--- config.mk ---
export PLATFORM = sky130hd
export DESIGN_NAME = dac_unit
export DESIGN_NICKNAME = d
export VERILOG_FILES = /design/src/rtl/dac_pkg.sv /design/src/rtl/dac_unit.sv
export SDC_FILE = /design/constraint.sdc
export NUM_CORES = 1
export LEC_CHECK = 0
export ABC_CLOCK_PERIOD_IN_PS = 2700
export BUFFER_PORTS_ARGS = -buffer_cell sky130_fd_sc_hd__clkbuf_2
export CAP_MARGIN = 0
export CORE_MARGIN = 2
export CORE_UTILIZATION = 51
export DETAILED_ROUTE_END_ITERATION = 10
export PLACE_DENSITY = 0.77
export SYNTH_ARGS = -nofsm -noshare
export SYNTH_HDL_FRONTEND = slang
export SYNTH_SLANG_ARGS = --single-unit
export TNS_END_PERCENT = 30
--- constraint.sdc ---
create_clock -name ref_clk -period 2.7 [get_ports ref_clk]
set_input_delay 0.405 -clock ref_clk [delete_from_list [all_inputs] [get_ports ref_clk]]
set_output_delay 0.405 -clock ref_clk [all_outputs]
set_load 0.02 [all_outputs]
--- src/rtl/dac_pkg.sv ---
// Purpose: constants and carriers for the decimal adder and compare unit
// Assumes: characters are six-bit BCD (zone B, zone A, 8, 4, 2, 1)
// Notes: collating group table is a constant function
//
// Contract
// - take one A and one B character per cycle, return result for assembly
// - sign negative only when B zone set and A zone clear
// - true or complement add chosen from operation and both signs
// - true translation: 1 to B1, 2 to Q2, 4 to Q4, 2+4 to Q6, 8 to Q8
// - eight with four acts as four alone; non-sign zones ignored
// - add binary parts with carry in, then quinary parts, back to BCD
// - carry out of the adder sets the carry latch for the next digit
// - true/complement control forces carry or no-carry at units position
// - complement add uses nines complement of A and forced units carry
// - compare feeds both characters to compare logic and adder together
// - compare sets exactly one of high, low, equal latches, held
// - each character classified alphameric, special or non-numeric group
// - alphameric beats special or non-numeric regardless of zones, digits
// - undecided by groups, zones decide the comparison
// - undecided by zones, digits compared by B minus A in the adder
// - quinary carry with sum not Q8 reports B greater
// - no quinary carry with sum not Q8 reports B smaller
// - quinary sum Q8 decides from combined binary part
// - specials eight with three to seven act as digits three to seven
package dac_pkg;

    // ----------------------------------------------------------------
    // character layout
    // ----------------------------------------------------------------
    localparam int CHAR_W = 6;
    localparam int BIT_ZB = 5;
    localparam int BIT_ZA = 4;
    localparam int BIT_8 = 3;
    localparam int BIT_4 = 2;
    localparam int BIT_2 = 1;
    localparam int BIT_1 = 0;

    // ----------------------------------------------------------------
    // operation codes and groups
    // ----------------------------------------------------------------
    typedef enum logic [1:0] {
        DAC_OP_ADD = 2'b00,
        DAC_OP_SUB = 2'b01,
        DAC_OP_CMP = 2'b10,
        DAC_OP_NOP = 2'b11
    } dac_op_type;

    typedef enum logic [1:0] {
        NON_NUMERIC_GROUP = 2'b00,
        SPECIAL_CHAR_GROUP = 2'b01,
        ALPHAMERIC_GROUP = 2'b10
    } dac_group_type;

    typedef enum logic [1:0] {
        DAC_REL_EQ = 2'b00,
        DAC_REL_LO = 2'b01,
        DAC_REL_HI = 2'b10,
        DAC_REL_NONE = 2'b11
    } dac_rel_type;

    localparam logic [2:0] QUI_EIGHT = 3'h4;

    // qui-binary digit: quinary index 0..4 (Q0..Q8), binary bit
    typedef struct packed {
        logic [2:0] qui;
        logic bin;
    } dac_qb_type;

    // request from the channels
    typedef struct packed {
        logic valid;
        dac_op_type op;
        logic unitsPos;
        logic [CHAR_W-1:0] aChar;
        logic [CHAR_W-1:0] bChar;
        logic aSignNeg;
        logic bSignNeg;
    } dac_req_type;

    // answer to the assembly unit
    typedef struct packed {
        logic valid;
        logic [3:0] digit;
        logic carryOut;
        logic complement;
    } dac_res_type;

endpackage : dac_pkg

--- src/rtl/dac_unit.sv ---
// Purpose: decimal adder and compare datapath, one character pair per cycle
// Assumes: caller logic supplies units-position characters; operand signs decoded here from their zones
// Notes: result and latches registered one cycle after the request
`timescale 1ns/10ps
`default_nettype none

module dac_unit
    import dac_pkg::*;
(
    // clock and reset
    input wire logic ref_clk,
    input wire logic arst_n,
    // channel request
    input wire logic reqValid,
    input wire logic [1:0] reqOp,
    input wire logic reqUnitsPos,
    input wire logic [CHAR_W-1:0] aChar,
    input wire logic [CHAR_W-1:0] bChar,
    input wire logic [CHAR_W-1:0] aUnitsChar,
    input wire logic [CHAR_W-1:0] bUnitsChar,
    // result to assembly
    output logic resValid,
    output logic [3:0] resDigit,
    output logic carryLatch,
    output logic complementAdd,
    // compare latches
    output logic cmpHigh,
    output logic cmpLow,
    output logic cmpEqual
);

    // ----------------------------------------------------------------
    // helper functions
    // ----------------------------------------------------------------
    function automatic logic sign_neg(input logic [CHAR_W-1:0] c);
        sign_neg = c[BIT_ZB] & ~c[BIT_ZA];
    endfunction : sign_neg

    // bcd value seen by the adder
    function automatic logic [3:0] digit_of(input logic [CHAR_W-1:0] c);
        logic [3:0] d;
        d = c[3:0];
        if (c[BIT_8] && c[BIT_4]) begin
            d = {1'b0, c[2:0]};
        end else if (c[BIT_8] && (c[2:0] >= 3'h3)) begin
            d = {1'b0, c[2:0]};
        end else if (d > 4'h9) begin
            d = {1'b0, c[2:0]};
        end
        digit_of = d;
    endfunction : digit_of

    // bcd to qui-binary, optional nines complement
    function automatic dac_qb_type to_qb(input logic [3:0] d,
                                         input logic comp);
        dac_qb_type q;
        logic [3:0] v;
        v = comp ? 4'(4'h9 - d) : d;
        q.bin = v[0];
        q.qui = 3'(v[3:1]);
        to_qb = q;
    endfunction : to_qb

    // character group and collating rank, constant table
    function automatic dac_group_type group_of(input logic [CHAR_W-1:0] c);
        logic [3:0] d;
        d = c[3:0];
        if (d >= 4'h1 && d <= 4'h9) begin
            group_of = ALPHAMERIC_GROUP;
        end else if (d == 4'ha && c[5:4] != 2'h0) begin
            group_of = ALPHAMERIC_GROUP;
        end else if (d >= 4'hb) begin
            group_of = SPECIAL_CHAR_GROUP;
        end else begin
            group_of = NON_NUMERIC_GROUP;
        end
    endfunction : group_of

    function automatic logic [1:0] zone_rank(input logic [CHAR_W-1:0] c);
        unique case (c[5:4])
            2'b11: zone_rank = 2'h0;
            2'b10: zone_rank = 2'h1;
            2'b01: zone_rank = 2'h2;
            2'b00: zone_rank = 2'h3;
        endcase
    endfunction : zone_rank

    // ----------------------------------------------------------------
    // state
    // ----------------------------------------------------------------
    typedef struct packed {
        logic [1:0] rstSync;
        logic resValid;
        logic [3:0] resDigit;
        logic carry;
        logic comp;
        logic high;
        logic low;
        logic equal;
    } dac_state_type;

    dac_state_type st_r;
    dac_state_type st_nxt;
    logic rstDone;
    logic [1:0] rstPipe_r;

    always_ff @(posedge ref_clk or negedge arst_n) begin
        if (!arst_n) begin
            rstPipe_r <= 2'h0;
        end else begin
            rstPipe_r <= {rstPipe_r[0], 1'b1};
        end
    end
    assign rstDone = rstPipe_r[1];

    // ----------------------------------------------------------------
    // datapath
    // ----------------------------------------------------------------
    logic isCmp;
    logic compSel;
    logic carryIn;
    dac_qb_type qa;
    dac_qb_type qb;
    logic [1:0] binSum;
    logic [3:0] quiSum;
    logic quiCarry;
    logic [2:0] quiRes;
    logic [4:0] total;
    dac_rel_type rel;
    dac_group_type ga;
    dac_group_type gb;

    always_comb begin
        isCmp = (dac_op_type'(reqOp) == DAC_OP_CMP);
        // subtract or unlike signs flips to complement add
        compSel = isCmp | ((dac_op_type'(reqOp) == DAC_OP_SUB) ^
                  (sign_neg(aUnitsChar) ^ sign_neg(bUnitsChar)));
        // units position forces carry in complement, none in true add
        carryIn = reqUnitsPos ? compSel : st_r.carry;
        qa = to_qb(digit_of(aChar), compSel);
        qb = to_qb(digit_of(bChar), 1'b0);
        binSum = 2'({1'b0, qa.bin}) + 2'({1'b0, qb.bin}) +
                 2'({1'b0, carryIn});
        quiSum = 4'({1'b0, qa.qui}) + 4'({1'b0, qb.qui}) +
                 4'({3'h0, binSum[1]});
        quiCarry = (quiSum >= 4'h5);
        quiRes = quiCarry ? 3'(quiSum - 4'h5) : quiSum[2:0];
        total = 5'({quiRes, binSum[0]});
        // group, then zone, then digit decision
        ga = group_of(aChar);
        gb = group_of(bChar);
        if (ga != gb &&
            (ga == ALPHAMERIC_GROUP || gb == ALPHAMERIC_GROUP)) begin
            // alphameric side wins outright
            rel = (gb == ALPHAMERIC_GROUP) ?
                  DAC_REL_HI : DAC_REL_LO;
        end else if (ga != gb) begin
            rel = (gb > ga) ? DAC_REL_HI : DAC_REL_LO;
        end else if (zone_rank(aChar) != zone_rank(bChar)) begin
            rel = (zone_rank(bChar) > zone_rank(aChar)) ?
                  DAC_REL_HI : DAC_REL_LO;
        end else if ((4'({1'b0, qa.qui}) + 4'({1'b0, qb.qui})) ==
                     4'({1'b0, QUI_EIGHT})) begin
            // quinary parts met at eight, before any binary carry:
            // the combined binary part decides
            rel = (binSum == 2'h1) ? DAC_REL_LO :
                  (binSum == 2'h3) ? DAC_REL_HI :
                  DAC_REL_EQ;
        end else if ((4'({1'b0, qa.qui}) + 4'({1'b0, qb.qui})) >= 4'h5) begin
            rel = DAC_REL_HI;
        end else begin
            rel = DAC_REL_LO;
        end
    end

    // ----------------------------------------------------------------
    // next state
    // ----------------------------------------------------------------
    always_comb begin
        st_nxt = st_r;
        st_nxt.rstSync = {st_r.rstSync[0], rstDone};
        st_nxt.resValid = 1'b0;
        if (reqValid && st_r.rstSync[1] &&
            dac_op_type'(reqOp) != DAC_OP_NOP) begin
            st_nxt.resValid = !isCmp;
            st_nxt.comp = compSel;
            if (!isCmp) begin
                st_nxt.resDigit = (total > 5'h9) ? 4'h0 : total[3:0];
                st_nxt.carry = quiCarry;
            end else begin
                st_nxt.carry = quiCarry;
                st_nxt.high = (rel == DAC_REL_HI);
                st_nxt.low = (rel == DAC_REL_LO);
                st_nxt.equal = (rel == DAC_REL_EQ);
            end
        end
    end

    always_ff @(posedge ref_clk or negedge arst_n) begin
        if (!arst_n) begin
            st_r <= '0;
        end else begin
            st_r <= st_nxt;
        end
    end

    // ----------------------------------------------------------------
    // outputs
    // ----------------------------------------------------------------
    assign resValid = st_r.resValid;
    assign resDigit = st_r.resDigit;
    assign carryLatch = st_r.carry;
    assign complementAdd = st_r.comp;
    assign cmpHigh = st_r.high;
    assign cmpLow = st_r.low;
    assign cmpEqual = st_r.equal;

endmodule : dac_unit

`default_nettype wire

==> implementation parameters <==
Parameter                              Value

Status
  Result of the run    finished with violations
  Failing checks    negative setup slack

Pwr
  Total Power    0.00117 W
  Highest ir drop seen on vdd    approximately 0.7 mV
  Static leakage power    between 0.8 and 0.9 nW
  PD cells    between 600 and 700 nW/µm²

Clocking
  Clock-pin transition on the worst setup and hold timing paths    0.09 ns
  Total number of H-tree levels    1
  Cts bufs inserted    3
  Clock tree sinks    14
  TritonCTS clock tree    done
  Insertion delay to the later sink of the worst-skew pair    approximately 0.28 ns
  Root buf cell    sky130_fd_sc_hd__clkbuf_4
  Longest Clk Path Bufs    2

Synthesis
  Post-synthesis async set-or-reset flop share    100%
  Number of instances in the synthesized netlist    around 140
  Post-synthesis area per instance    ~9 µm²
  Fraction of post-synthesis cell area in the top cell type by area    27.3%
  Number of distinct library cells after synthesis    between 40 and 50
  Most instantiated flip-flop cell in the synthesis netlist    sky130_fd_sc_hd__dfrtp_1
  Share of synthesized area occupied by flip-flops and latches    a little over a quarter
  Number of warnings reported in the yosys synthesis log    0
  Register bit total from synthesis    14
  Dominant cell type by area after synthesis    sky130_fd_sc_hd__dfrtp_1
  Area of the mapped netlist    approximately 1300 µm²
  Leading post-synthesis cells by cell area    sky130_fd_sc_hd__dfrtp_1 (27%), sky130_fd_sc_hd__ha_1 (13%), sky130_fd_sc_hd__a21oi_1 (5.5%), sky130_fd_sc_hd__inv_1 (3.2%), sky130_fd_sc_hd__fa_1 (3.1%)
  Ranking of synthesized cells by instance count    sky130_fd_sc_hd__a21oi_1 (14), sky130_fd_sc_hd__dfrtp_1 (14), sky130_fd_sc_hd__ha_1 (13)
  Post-synth EDFFs    0
  Number of nets in the synthesized netlist    roughly 190

STA
  Slew Limit Fails    0
  Max Clock Freq    between 300 and 400 MHz
  Clock skew after layout    0.00397 ns
  Final number of hold-violating endpoints    0
  Setup repair after global routing missed its margin    yes
  Worst Setup Slack, final    -0.196 ns
  Post-layout min period    2.90 ns
  Share of the cycle needed by the critical path after routing    107%
  Final setup viols    5
  Minimum hold slack    between 0.008 and 0.009 ns

Global route
  Number of global-route vias before repair    around 1200
  Antenna violations before repair    0
  Remaining global-route overflow    0
  Wire length of the first global-routing pass    between 4000 and 5000 µm
  GR Util All Layers    22.8%
  Largest net degree at the start of global routing    15

Detailed routing
  Total number of vias    ~1200
  Remaining antenna violation count after routing    0
  Number of detailed-route iterations in the first pass    4
  Remaining routing DRC violations    0
  Routed WL per cell    13.9 µm
  Detailed-route wire length    approximately 3200 µm
  Routed vias/inst    5.46
  Number of DRC violations after detailed-routing iteration 0    15

Worst setup path
  Kind of end point of the critical path    register
  Crit start category    primary input
  Largest fanout on the critical path    6
  Data required time of the critical path    between 2 and 3 ns
  Category of the most critical setup path    in2reg
  Data arrival, critical path    3.07 ns

Placement
  Standard cell area after detailed placement    between 1500 and 2000 µm²
  DP Wirelength    between 2000 and 3000 µm
  Final weighted congestion in routability-driven placement    0.844
  Placed Cells incl. Taps    around 220
  Setup WS pre-CTS    -0.450 ns
  I/O Buffers    31

Die
  Ports placed on the boundary    40
  DIE HEIGHT    between 50 and 60 µm
  Overall die area    between 2000 and 3000 µm²
  Die outline width    roughly 54 µm
  Number of cell rows    18
  Initial Utilization    between 50% and 60%
  Area inside the core boundary    about 2400 µm²

Worst hold path
  Path class of the lowest-slack min-delay path    in2async

Cells and area
  Final standard cell area without fillers    between 1500 and 2000 µm²
  Final cell count without fillers    228
  Layout fillers    176
  Area overhead of the layout relative to synthesis    41.4%
  Nets    about 240
  Fraction of final layout cells with drive strength greater than 1    ~48%
  Diodes inserted    0

Job
  Max-Cap Viols    0
[worst max-delay path: stages]
cell                       delay (ns)
sky130_fd_sc_hd__clkbuf_2        0.08
sky130_fd_sc_hd__nor2b_4         0.12
sky130_fd_sc_hd__xnor2_2         0.20
sky130_fd_sc_hd__xnor2_2         0.12
sky130_fd_sc_hd__buf_4           0.15
sky130_fd_sc_hd__o21ai_1         0.22
sky130_fd_sc_hd__xor2_1          0.22
sky130_fd_sc_hd__ha_2            0.35
sky130_fd_sc_hd__buf_4           0.16
sky130_fd_sc_hd__xnor2_1         0.13
sky130_fd_sc_hd__a221oi_2        0.28
sky130_fd_sc_hd__buf_4           0.17
sky130_fd_sc_hd__o22ai_4         0.07
sky130_fd_sc_hd__buf_4           0.14
sky130_fd_sc_hd__mux2_2          0.25
[flip-flops by register name, summed over array words and instances (netlist names)]
signal         count
resDigit           4
rstPipe_r          2
carryLatch         1
cmpEqual           1
cmpHigh            1
cmpLow             1
complementAdd      1
resValid           1
st_nxt             1
st_r               1
[cell usage in the layout (no fill, tap or decap), types with 2 or more instances in the layout]
| master | instances |
|---|---|
| sky130_fd_sc_hd__a21o_1 | 2 |
| sky130_fd_sc_hd__a21oi_1 | 13 |
| sky130_fd_sc_hd__a31oi_1 | 2 |
| sky130_fd_sc_hd__buf_4 | 28 |
| sky130_fd_sc_hd__clkbuf_2 | 31 |
| sky130_fd_sc_hd__clkbuf_4 | 3 |
| sky130_fd_sc_hd__dfrtp_1 | 14 |
| sky130_fd_sc_hd__fa_2 | 2 |
| sky130_fd_sc_hd__ha_1 | 8 |
| sky130_fd_sc_hd__ha_2 | 3 |
| sky130_fd_sc_hd__ha_4 | 2 |
| sky130_fd_sc_hd__inv_1 | 9 |
| sky130_fd_sc_hd__mux2_2 | 2 |
| sky130_fd_sc_hd__nand2_1 | 10 |
| sky130_fd_sc_hd__nand2b_1 | 3 |
| sky130_fd_sc_hd__nand3_1 | 4 |
| sky130_fd_sc_hd__nor2_1 | 9 |
| sky130_fd_sc_hd__nor2b_1 | 3 |
| sky130_fd_sc_hd__nor2b_4 | 3 |
| sky130_fd_sc_hd__nor3b_1 | 2 |
| sky130_fd_sc_hd__nor4_1 | 2 |
| sky130_fd_sc_hd__o21ai_0 | 4 |
| sky130_fd_sc_hd__o21ai_1 | 2 |
| sky130_fd_sc_hd__or2_4 | 2 |
| sky130_fd_sc_hd__xnor2_1 | 2 |
| sky130_fd_sc_hd__xnor2_2 | 2 |
[where the power goes]
| part | internal (W) | leakage, nW | switching, W |
|---|---|---|---|
| clock network | 0.0000820 | 0.0210 | 0.0000675 |
| logic | 0.000361 | 0.680 | 0.000370 |
| registers | 0.000258 | 0.167 | 0.0000278 |
[through the flow]
stage	util (%)	TNS [ns]
2_1_floorplan	-	-0.771
3_3_place_gp	69.0	-2.37
3_5_place_dp	69.0	-2.89
4_1_cts	72.0	-0.448
5_1_grt	74.5	-1.18
6_report	74.5	-0.757
[path summary, 6_finish.rpt]
check,startpoint,endpoint,slack (ns),cells after the start
max reg2reg,carryLatch,carryLatch,0.29,11
min,arst_n,st_r[11],0.008,1
min reg2reg,rstPipe_r[1],st_nxt[11],0.35,0
max,bUnitsChar[5],carryLatch,-0.20,15
min in group ref_clk,rstPipe_r[1],st_nxt[11],0.35,0
max in group asynchronous,arst_n,st_nxt[11],2.44,1
[metal layers]
layer  vias to the layer above  share of wire [%]  GRT usage [%]
met4                         0                2.1           3.33
met2                        30                 55           43.2
met1                       592                 40           25.4
met5                         -                  0              0
met3                         6                3.0           6.67
li1                        616                  -              -
[final cells by class]
cell class                      count  area, µm²  share of cell area (%)
Tap cell                           30       37.5                    2.07
Inverter                           11       43.8                    2.42
Timing Repair Buffer               59        365                    20.2
Multi-Input combinational cell    110        980                    54.0
Sequential cell                    14        350                    19.3
Clock buffer                        4       36.3                    2.00
[cells by family (layout without fill, tap and decap cells)]
kind of cell	count (synthesis)	in the layout	share of synthesized area, %
AO/OA/AOI/OAI	36	36	20.2
adder cells (fa/ha/maj)	15	15	15.8
buffers and inverters	18	74	7.02
multiplexers	5	5	4.10
flip-flops	14	14	27.3
AND/OR/NAND/NOR	46	46	18.6
other	1	1	0.292
XOR/XNOR	7	7	6.63
[what timing repair did]
item	in CTS	in global routing
pin swaps	5	12
gates cloned	0	0
gates resized for setup	9	11
setup endpoints to repair	6	7
setup buffers	0	1
hold buffers	0	0
Note: power is estimated with default switching activity, not from simulation.
